[src/ddc_pkg.sv]
// Operation
// - Independent trigger loads only that channel's output three clocks after its trigger.
// - Triangle mode adds counter to holding value, stores sum, then advances counter.
// - Each channel's triangle uses its own four-bit amplitude field.
// - Wave select with upper bit one enables triangle; lower bit ignored.
// - Wave select 01 enables noise, shift register masked by the four-bit field.
// - Noise mode adds own masked shifter to holding value, stores, then advances shifter.
// - Both trigger enables clear: dual holding write loads both outputs one clock later.
// - Same hardware trigger line on both channels loads both outputs together three clocks later; software select loads each channel on its own SWTRIG bit.
// - Shared-trigger noise mode loads both masked sums together, then advances both shifters.
// - Shared-trigger triangle mode loads both sums together, then advances both counters.
// - Noise shifter starts from 0xAAA whenever noise generation begins.
// - An all-zero noise shifter gets a one injected so it cannot lock up.
// - Triangle counts up below amplitude, down to zero, then up again, forever.
// - Holding value plus wave value is formed without overflow before storing.
package ddc_pkg;
  localparam int ADDR_W = 8;
  localparam logic [7:0] OFF_CTRL = 8'h00;
  localparam logic [7:0] OFF_SWTRIG = 8'h04;
  localparam logic [7:0] OFF_D12R = 8'h20;
  localparam logic [7:0] OFF_D12L = 8'h24;
  localparam logic [7:0] OFF_D8R = 8'h28;
  localparam logic [7:0] OFF_OUT1 = 8'h2C;
  localparam logic [7:0] OFF_OUT2 = 8'h30;
  localparam int CH_STRIDE = 16;
  localparam int TEN_POS = 2;
  localparam int TSEL_LSB = 3;
  localparam int WAVE_LSB = 6;
  localparam int MAMP_LSB = 8;
  localparam logic [31:0] CTRL_WMASK = 32'h0FFC_0FFC;
  localparam logic [31:0] CTRL_RESET = 32'h0000_0000;
  localparam logic [2:0] TSEL_SOFTWARE = 3'h7;
  localparam logic [1:0] WAVE_OFF = 2'h0;
  localparam logic [1:0] WAVE_NOISE = 2'h1;
  localparam logic [11:0] LFSR_PRESET = 12'hAAA;
  localparam logic [11:0] MAX_CODE = 12'hFFF;
  localparam logic [3:0] MAMP_TOP = 4'hB;
  localparam int TRIG_DELAY_CYCLES = 3;
  localparam int HOLD_DELAY_CYCLES = 1;
  localparam logic [1:0] RESP_OKAY = 2'h0;
  localparam logic [1:0] RESP_SLVERR = 2'h2;

  function automatic logic [11:0] unmask(input logic [3:0] mamp);
    logic [3:0] n;
    logic [12:0] t;
    n = (mamp > MAMP_TOP) ? MAMP_TOP : mamp;
    t = (13'h0002 << n) - 13'h0001;
    return t[11:0];
  endfunction

  function automatic logic [11:0] satAdd(input logic [11:0] a, input logic [11:0] b);
    logic [12:0] s;
    s = {1'b0, a} + {1'b0, b};
    return s[12] ? MAX_CODE : s[11:0];
  endfunction

  function automatic logic [11:0] lfsrStep(input logic [11:0] v);
    logic [11:0] n;
    n = {v[10:0], v[11] ^ v[5] ^ v[3] ^ v[0]};
    if (n == 12'h000) begin
      n = 12'h001;
    end
    return n;
  endfunction

  function automatic logic [31:0] strobeMask(input logic [3:0] s);
    return {{8{s[3]}}, {8{s[2]}}, {8{s[1]}}, {8{s[0]}}};
  endfunction
endpackage

[src/ddc_ch_if.sv]
`timescale 1ns/1ps
interface ddc_ch_if;
  logic load;
  logic [1:0] wave;
  logic [3:0] maskAmp;
  logic [11:0] hold;
  logic [11:0] outValue;
  modport ctrl(output load, output wave, output maskAmp, output hold, input outValue);
  modport chan(input load, input wave, input maskAmp, input hold, output outValue);
endinterface

[src/ddc_channel.sv]
`timescale 1ns/1ps
module ddc_channel
  import ddc_pkg::*;
(
  input wire logic clock,
  input wire logic rst,
  ddc_ch_if.chan ch
);
  typedef struct packed {
    logic [11:0] noise;
    logic [11:0] triCount;
    logic triDown;
    logic [11:0] outv;
  } ddc_chan_state_type;

  ddc_chan_state_type state_ff;
  ddc_chan_state_type nxt_state;
  logic [11:0] ampMask;
  logic [11:0] addend;
  logic isTriangle;
  logic isNoise;
  logic goDown;

  assign ampMask = unmask(ch.maskAmp);
  assign isTriangle = ch.wave[1];
  assign isNoise = (ch.wave == WAVE_NOISE);
  assign addend = isTriangle ? state_ff.triCount : (isNoise ? (state_ff.noise & ampMask) : 12'h000);
  assign goDown = state_ff.triDown ? (state_ff.triCount != 12'h000) : (state_ff.triCount >= ampMask);
  assign ch.outValue = state_ff.outv;

  always_comb begin
    nxt_state = state_ff;
    // Clearing the wave field restarts the triangle from zero, counting up.
    if (ch.wave == WAVE_OFF) begin
      nxt_state.triCount = 12'h000;
      nxt_state.triDown = 1'b0;
    end
    // The shifter rests at its preset outside noise mode, so a switch from triangle straight to noise starts fresh.
    if (!isNoise) begin
      nxt_state.noise = LFSR_PRESET;
    end
    if (ch.load) begin
      // The sum uses the generator value before it steps, so the step lands afterwards.
      nxt_state.outv = satAdd(ch.hold, addend);
      if (isTriangle) begin
        nxt_state.triDown = goDown;
        nxt_state.triCount = goDown ? state_ff.triCount - 12'h001 : state_ff.triCount + 12'h001;
      end else if (isNoise) begin
        nxt_state.noise = lfsrStep(state_ff.noise);
      end
    end
  end

  always_ff @(posedge clock) begin
    if (rst) begin
      state_ff <= '0;
      state_ff.noise <= LFSR_PRESET;
    end else begin
      state_ff <= nxt_state;
    end
  end
endmodule

[src/ddc_top.sv]
// Our own choices: the register offsets and the AXI4-Lite interface to the registers.
`timescale 1ns/1ps
module ddc_top
  import ddc_pkg::*;
(
  input wire logic clock,
  input wire logic rst,
  input wire logic [ADDR_W-1:0] s_axi_awaddr,
  input wire logic s_axi_awvalid,
  output logic s_axi_awready,
  input wire logic [31:0] s_axi_wdata,
  input wire logic [3:0] s_axi_wstrb,
  input wire logic s_axi_wvalid,
  output logic s_axi_wready,
  output logic [1:0] s_axi_bresp,
  output logic s_axi_bvalid,
  input wire logic s_axi_bready,
  input wire logic [ADDR_W-1:0] s_axi_araddr,
  input wire logic s_axi_arvalid,
  output logic s_axi_arready,
  output logic [31:0] s_axi_rdata,
  output logic [1:0] s_axi_rresp,
  output logic s_axi_rvalid,
  input wire logic s_axi_rready,
  input wire logic [7:0] triggerIn,
  output logic [11:0] ch1OutputValue,
  output logic [11:0] ch2OutputValue
);
  typedef struct packed {
    logic [ADDR_W-1:0] awAddr;
    logic awHeld;
    logic [31:0] wData;
    logic [3:0] wStrb;
    logic wHeld;
    logic bValid;
    logic [1:0] bResp;
    logic rValid;
    logic [31:0] rData;
    logic [1:0] rResp;
    logic [31:0] ctrl;
    logic [1:0] swTrig;
    logic [1:0][11:0] hold;
    logic holdPend;
    logic [7:0] trigPrev;
    logic [1:0] pipeA;
    logic [1:0] pipeB;
  } ddc_top_state_type;

  ddc_top_state_type state_ff;
  ddc_top_state_type nxt_state;
  logic [1:0] ten;
  logic [1:0] swSel;
  logic [1:0] edgeSel;
  logic [1:0] loadCh;
  logic [1:0][2:0] tselCh;
  logic [1:0][1:0] waveCh;
  logic [1:0][11:0] outVals;
  logic [7:0] edges;
  logic doWrite;
  logic holdWrite;
  logic isHoldAddr;

  // Line 7 of the trigger vector is never used: select code 7 means the software trigger.
  assign edges = triggerIn & ~state_ff.trigPrev;
  assign doWrite = state_ff.awHeld && state_ff.wHeld;
  assign isHoldAddr = (state_ff.awAddr == OFF_D12R) || (state_ff.awAddr == OFF_D12L) ||
                      (state_ff.awAddr == OFF_D8R);
  // Only full-word writes update the holding values, since a partial write would split a sample.
  assign holdWrite = doWrite && isHoldAddr && (state_ff.wStrb == 4'hF);

  for (genvar c = 0; c < 2; c++) begin : chGen
    localparam int BASE = c * CH_STRIDE;
    ddc_ch_if chIf();
    assign ten[c] = state_ff.ctrl[BASE + TEN_POS];
    assign tselCh[c] = state_ff.ctrl[BASE + TSEL_LSB +: 3];
    assign waveCh[c] = state_ff.ctrl[BASE + WAVE_LSB +: 2];
    assign swSel[c] = (tselCh[c] == TSEL_SOFTWARE);
    assign edgeSel[c] = edges[tselCh[c]];
    // Each channel picks its own trigger path; equal line selects make the loads coincide, but software loads follow each channel's own bit.
    assign loadCh[c] = ten[c] ? (swSel[c] ? state_ff.swTrig[c] : state_ff.pipeB[c])
                              : state_ff.holdPend;
    assign chIf.load = loadCh[c];
    // Wave generation is only honoured while the trigger is enabled.
    assign chIf.wave = ten[c] ? waveCh[c] : WAVE_OFF;
    assign chIf.maskAmp = state_ff.ctrl[BASE + MAMP_LSB +: 4];
    assign chIf.hold = state_ff.hold[c];
    assign outVals[c] = chIf.outValue;
    ddc_channel uChannel (
      .clock(clock),
      .rst(rst),
      .ch(chIf)
    );
  end

  assign ch1OutputValue = outVals[0];
  assign ch2OutputValue = outVals[1];
  assign s_axi_awready = !state_ff.awHeld && !state_ff.bValid;
  assign s_axi_wready = !state_ff.wHeld && !state_ff.bValid;
  assign s_axi_bvalid = state_ff.bValid;
  assign s_axi_bresp = state_ff.bResp;
  assign s_axi_arready = !state_ff.rValid;
  assign s_axi_rvalid = state_ff.rValid;
  assign s_axi_rdata = state_ff.rData;
  assign s_axi_rresp = state_ff.rResp;

  always_comb begin
    nxt_state = state_ff;
    nxt_state.trigPrev = triggerIn;
    // Two stages plus the output register give the three-clock trigger latency.
    nxt_state.pipeA = ten & ~swSel & edgeSel;
    nxt_state.pipeB = state_ff.pipeA;
    // A software trigger is consumed the clock after it is written, so it always self-clears.
    nxt_state.swTrig = 2'b00;
    nxt_state.holdPend = holdWrite;
    if (s_axi_awvalid && s_axi_awready) begin
      nxt_state.awHeld = 1'b1;
      nxt_state.awAddr = s_axi_awaddr;
    end
    if (s_axi_wvalid && s_axi_wready) begin
      nxt_state.wHeld = 1'b1;
      nxt_state.wData = s_axi_wdata;
      nxt_state.wStrb = s_axi_wstrb;
    end
    if (s_axi_bvalid && s_axi_bready) begin
      nxt_state.bValid = 1'b0;
    end
    if (doWrite) begin
      nxt_state.awHeld = 1'b0;
      nxt_state.wHeld = 1'b0;
      nxt_state.bValid = 1'b1;
      nxt_state.bResp = RESP_OKAY;
      unique case (state_ff.awAddr)
        OFF_CTRL: begin
          nxt_state.ctrl = (state_ff.ctrl & ~strobeMask(state_ff.wStrb)) |
                           (state_ff.wData & strobeMask(state_ff.wStrb) & CTRL_WMASK);
        end
        OFF_SWTRIG: begin
          if (state_ff.wStrb[0]) begin
            nxt_state.swTrig = state_ff.wData[1:0];
          end
        end
        OFF_D12R: begin
          if (holdWrite) begin
            nxt_state.hold = {state_ff.wData[27:16], state_ff.wData[11:0]};
          end
        end
        OFF_D12L: begin
          if (holdWrite) begin
            nxt_state.hold = {state_ff.wData[31:20], state_ff.wData[15:4]};
          end
        end
        OFF_D8R: begin
          if (holdWrite) begin
            nxt_state.hold = {state_ff.wData[15:8], 4'h0, state_ff.wData[7:0], 4'h0};
          end
        end
        OFF_OUT1, OFF_OUT2: begin
        end
        default: begin
          nxt_state.bResp = RESP_SLVERR;
        end
      endcase
    end
    if (s_axi_rvalid && s_axi_rready) begin
      nxt_state.rValid = 1'b0;
    end
    if (s_axi_arvalid && s_axi_arready) begin
      nxt_state.rValid = 1'b1;
      nxt_state.rResp = RESP_OKAY;
      unique case (s_axi_araddr)
        OFF_CTRL: nxt_state.rData = state_ff.ctrl;
        OFF_SWTRIG: nxt_state.rData = {30'h0, state_ff.swTrig};
        OFF_D12R: nxt_state.rData = {4'h0, state_ff.hold[1], 4'h0, state_ff.hold[0]};
        OFF_D12L: nxt_state.rData = {state_ff.hold[1], 4'h0, state_ff.hold[0], 4'h0};
        OFF_D8R: nxt_state.rData = {16'h0, state_ff.hold[1][11:4], state_ff.hold[0][11:4]};
        OFF_OUT1: nxt_state.rData = {20'h0, outVals[0]};
        OFF_OUT2: nxt_state.rData = {20'h0, outVals[1]};
        default: begin
          nxt_state.rData = 32'h0000_0000;
          nxt_state.rResp = RESP_SLVERR;
        end
      endcase
    end
  end

  always_ff @(posedge clock) begin
    if (rst) begin
      state_ff <= '0;
      state_ff.ctrl <= CTRL_RESET;
    end else begin
      state_ff <= nxt_state;
    end
  end
endmodule

[config.mk]
export PLATFORM = sky130hd
export DESIGN_NAME = ddc_top
export DESIGN_NICKNAME = d
export VERILOG_FILES = /design/src/ddc_pkg.sv /design/src/ddc_ch_if.sv /design/src/ddc_channel.sv /design/src/ddc_top.sv
export SDC_FILE = /design/constraint.sdc
export NUM_CORES = 1
export LEC_CHECK = 0
export ABC_AREA = 1
export BUFFER_PORTS_ARGS = -buffer_cell sky130_fd_sc_hd__buf_2
export CAP_MARGIN = 20
export CORE_MARGIN = 2
export CORE_UTILIZATION = 43
export CTS_CLUSTER_DIAMETER = 80
export CTS_CLUSTER_SIZE = 40
export DETAILED_ROUTE_END_ITERATION = 10
export PLACE_DENSITY = 0.6
export SYNTH_ARGS = -nofsm -noshare
export SYNTH_HDL_FRONTEND = slang
export SYNTH_SLANG_ARGS = --single-unit
[constraint.sdc]
create_clock -name clock -period 8.1 [get_ports clock]
set_input_delay 2.025 -clock clock [delete_from_list [all_inputs] [get_ports clock]]
set_output_delay 2.025 -clock clock [all_outputs]
set_load 0.05 [all_outputs]
==> impl_metrics.sql <==
INSERT INTO impl_metrics (metric_group, metric, value, unit) VALUES
('cells_and_area', 'finish.net_count', '2077', ''),
('outcome', 'status', 'finished, final reports clean', ''),
('cells_and_area', 'final-seq-area', '4520', 'um2'),
('global_routing', 'grt-ovfl-total', '0', ''),
('cells_and_area', 'nFillCells', '3182', ''),
('clock_tree', 'clkSinkCount', '226', ''),
('power_and_ir_drop', 'netSwitchingPower', '0.610', 'mW'),
('clock_tree', 'worstSkewPairLatency', '0.54', 'ns'),
('synthesis', 'synth_area_leaders', 'sky130_fd_sc_hd__dfxtp_1 (34%), sky130_fd_sc_hd__nand2_1 (9.3%), sky130_fd_sc_hd__a21oi_1 (7.9%)', ''),
('sta', 'grt_setup_unrepaired', 'false', ''),
('min_path', 'min-delay-path-class', 'flip-flop to flip-flop', ''),
('floorplanning', 'die_height', '180', 'um'),
('global_routing', 'gr-usage-all-layers', '23.9', '%'),
('floorplanning', 'fp.dieW', '180', 'um'),
('clock_tree', 'h-tree-depth', '1', ''),
('synthesis', 'synth_top_cell_by_area', 'sky130_fd_sc_hd__dfxtp_1', ''),
('synthesis', 'async_reset_ff_share', '0', '%'),
('placement', 'dp_hpwl', '30300', 'um'),
('power_and_ir_drop', 'power.share.combinational', '6.8', '%'),
('drt', 'vias_per_cell', '5.40', ''),
('run', 'timing.max_cap.violations', '0', ''),
('drt', 'wirelength', '39800', 'um'),
('global_routing', 'grt_first_pass_wirelength', '63500', 'um'),
('power_and_ir_drop', 'pwr_density_cell', '152', 'nW/um2'),
('floorplanning', 'std_cell_rows', '64', ''),
('cells_and_area', 'share_of_post_route_cells_with_drive_strength_above_1', '9.83', '%'),
('global_routing', 'antenna_found_initial', '1', ''),
('sta', 'finalMaxSlewViolations', '0', ''),
('power_and_ir_drop', 'seq_power_share', '53.6', '%'),
('clock_tree', 'cts_hold_buffers', '0', ''),
('worst_setup_path', 'critical_path_required', '8.54', 'ns'),
('placement', 'place_ws', '3.78', 'ns'),
('synthesis', 'synth_common_cells', 'sky130_fd_sc_hd__nand2_1 (331), sky130_fd_sc_hd__inv_1 (234), sky130_fd_sc_hd__dfxtp_1 (226), sky130_fd_sc_hd__a21oi_1 (211), sky130_fd_sc_hd__nor2_1 (172)', ''),
('placement', 'routabilityCongestion', '0.931', ''),
('clock_tree', 'numCtsBuffers', '15', ''),
('drt', 'drc', '0', ''),
('clock_tree', 'clk_pin_slew', '0.15', 'ns'),
('clock_tree', 'cts_resized', '0', ''),
('floorplanning', 'core-area', '30600', 'um2'),
('synthesis', 'synth.cell_area', '13400', 'um2'),
('placement', 'portbufs', '128', ''),
('sta', 'layout_worst_path_cycle_share', '54.0', '%'),
('worst_setup_path', 'critPathKind', 'flip-flop to flip-flop', ''),
('sta', 'timing_worst_slew_pin_value', '0.995', 'ns'),
('power_and_ir_drop', 'pleak', '6.27', 'nW'),
('drt', 'postRouteAntennaNets', '0', ''),
('synthesis', 'number_of_flops_mapped_to_enable_cells_by_yosys', '0', ''),
('sta', 'slew_headroom', '33.4', '%'),
('global_routing', 'grt_max_degree', '65', ''),
('worst_setup_path', 'critPathCaptureType', 'flip-flop', ''),
('sta', 'finalSetupTns', '0', 'ns'),
('synthesis', 'yosys.area.top_type_share', '33.9', '%'),
('floorplanning', 'initial_core_util', '43.7', '%'),
('synthesis', 'synth_most_common_cell', 'sky130_fd_sc_hd__nand2_1', ''),
('floorplanning', 'design.die.area', '32500', 'um2'),
('synthesis', 'yosys_register_bits', '226', ''),
('synthesis', 'synth_cells', '1923', ''),
('clock_tree', 'ctsLongestPathBuffers', '3', ''),
('worst_setup_path', 'timing.critical_path.arrival', '4.81', 'ns'),
('synthesis', 'ys_types', '50', ''),
('synthesis', 'postSynth.topFlopCell', 'sky130_fd_sc_hd__dfxtp_1', ''),
('drt', 'number_of_optimization_iterations_in_the_first_detailed_route_pass', '7', ''),
('global_routing', 'via_count_of_the_first_global_routing_pass', '11600', ''),
('sta', 'max_freq', '228', 'MHz'),
('drt', 'route.vias.total', '12600', ''),
('sta', 'timing.final.crit_period', '4.38', 'ns'),
('clock_tree', 'tritoncts', 'built', ''),
('min_path', 'min_path_cells', '2', ''),
('synthesis', 'yosysWarningCount', '0', ''),
('clock_tree', 'cts_setup_buffers', '0', ''),
('cells_and_area', 'n_antenna_cell', '0', '');
[layout make-up]
cell class / instances / area share (%)
Inverter: 242 / 6.36
Sequential cell: 226 / 31.7
Clock inverter: 8 / 1.04
Timing Repair Buffer: 135 / 4.85
Multi-Input combinational cell: 1316 / 49.9
Tap cell: 396 / 3.47
Clock buffer: 17 / 2.68
[layer usage]
layer	GRT usage (%)	share of wire, %	vias up
li1	-	-	6412
met1	35.6	49	5778
met2	36.9	42	402
met3	3.13	7.0	44
met4	4.81	1.8	2
met5	0	0.033	-
[stage by stage]
step	std cells	area (um2)	hold WS (ns)	util, %	total power [mW]
floorplan	1924	13400	0.388	-	1.29
global placement	2315	13700	0.390	44.9	1.34
detailed placement	2315	13700	0.400	44.9	1.34
CTS	2340	14300	0.420	46.7	2.19
global route	2340	14300	0.454	46.7	2.25
finish	2340	14300	0.415	46.7	2.17
[logic make-up after synthesis]
logic type | Yosys count | synth area share [%]
AND/OR/NAND/NOR | 710 | 22.7
AO/OA/AOI/OAI | 497 | 21.3
other | 1 | 0.0281
XOR/XNOR | 33 | 2.16
buffers and inverters | 382 | 12.8
flip-flops | 226 | 33.9
adder cells (fa/ha/maj) | 74 | 7.15
[path summary, 6_finish.rpt]
check,startpoint,endpoint,slack (ns)
min reg2reg,nxt_state[0]$_SDFF_PP0_,state_ff[0]$_SDFF_PP0_,0.42
max reg2reg,flip-flop,chGen[1].uChannel.state_ff[22]$_SDFF_PP0_,3.72
min,nxt_state[0]$_SDFF_PP0_,state_ff[0]$_SDFF_PP0_,0.42
max,flip-flop,chGen[1].uChannel.state_ff[22]$_SDFF_PP0_,3.72
[state kept, by name, summed over array words and instances, names as in the netlist, named ones only]
name                        flops
state_ff                       70
chGen.chIf.hold                24
s_axi_bresp                     1
chGen.uChannel.ch.outValue     24
s_axi_rdata                    32
nxt_state                       2
s_axi_rresp                     1
chGen.uChannel.state_ff        50
s_axi_bvalid                    1
s_axi_rvalid                    1
[layout by cell type (no fill, tap or decap), types with 3 or more instances in the layout]
cell / instances
sky130_fd_sc_hd__nor2_2: 4
sky130_fd_sc_hd__nor2_1: 172
sky130_fd_sc_hd__o21ai_0: 146
sky130_fd_sc_hd__o31ai_1: 6
sky130_fd_sc_hd__buf_2: 128
sky130_fd_sc_hd__nand3_1: 145
sky130_fd_sc_hd__a21oi_1: 211
sky130_fd_sc_hd__xor2_1: 17
sky130_fd_sc_hd__o32ai_1: 15
sky130_fd_sc_hd__nand4_1: 15
sky130_fd_sc_hd__buf_4: 7
sky130_fd_sc_hd__o21bai_1: 7
sky130_fd_sc_hd__inv_1: 233
sky130_fd_sc_hd__or2_2: 8
sky130_fd_sc_hd__a31oi_1: 21
sky130_fd_sc_hd__clkinv_16: 3
sky130_fd_sc_hd__nand2_1: 331
sky130_fd_sc_hd__a21boi_0: 3
sky130_fd_sc_hd__clkbuf_16: 15
sky130_fd_sc_hd__dfxtp_1: 226
sky130_fd_sc_hd__inv_2: 7
sky130_fd_sc_hd__nor3_1: 18
sky130_fd_sc_hd__nor4_1: 4
sky130_fd_sc_hd__ha_1: 70
sky130_fd_sc_hd__o22ai_1: 18
sky130_fd_sc_hd__xnor2_1: 16
sky130_fd_sc_hd__o21a_1: 3
sky130_fd_sc_hd__nand2_2: 4
sky130_fd_sc_hd__fa_1: 4
sky130_fd_sc_hd__nor3_2: 3
sky130_fd_sc_hd__o211ai_1: 18
sky130_fd_sc_hd__o221ai_1: 12
sky130_fd_sc_hd__a211oi_1: 27
[worst max-delay path: stages, from the launching register on]
cell                      delay (ns)
sky130_fd_sc_hd__dfxtp_1        0.37
sky130_fd_sc_hd__inv_1          0.19
sky130_fd_sc_hd__nand3_1        0.20
sky130_fd_sc_hd__nor2_1         0.23
sky130_fd_sc_hd__inv_1          0.07
sky130_fd_sc_hd__ha_1           0.23
sky130_fd_sc_hd__o21ai_0        0.11
sky130_fd_sc_hd__xnor2_1        0.19
sky130_fd_sc_hd__inv_1          0.08
sky130_fd_sc_hd__ha_1           0.34
sky130_fd_sc_hd__nand2_1        0.07
sky130_fd_sc_hd__inv_1          0.05
sky130_fd_sc_hd__nand2_1        0.06
sky130_fd_sc_hd__nor2_1         0.08
sky130_fd_sc_hd__nand2_1        0.06
sky130_fd_sc_hd__nand3_1        0.11
sky130_fd_sc_hd__nand2_1        0.12
sky130_fd_sc_hd__inv_1          0.37
sky130_fd_sc_hd__ha_1           0.37
sky130_fd_sc_hd__a21oi_1        0.16
sky130_fd_sc_hd__nand2_1        0.11
sky130_fd_sc_hd__nand2_1        0.08
sky130_fd_sc_hd__nand3_1        0.15
sky130_fd_sc_hd__nand2_1        0.10
sky130_fd_sc_hd__nand2_1        0.06
sky130_fd_sc_hd__a21oi_1        0.12
sky130_fd_sc_hd__o21ai_0        0.10
sky130_fd_sc_hd__a21oi_1        0.12
[power by group through the flow]
stage               logic, mW  registers [mW]  clock network (mW)
finish                  0.148            1.16               0.860
floorplan               0.106            1.18                   0
CTS                     0.149            1.16               0.877
global placement        0.147            1.19                   0
detailed placement      0.148            1.19                   0
global route            0.167            1.17               0.918
Power figures use the tool's default switching activity.
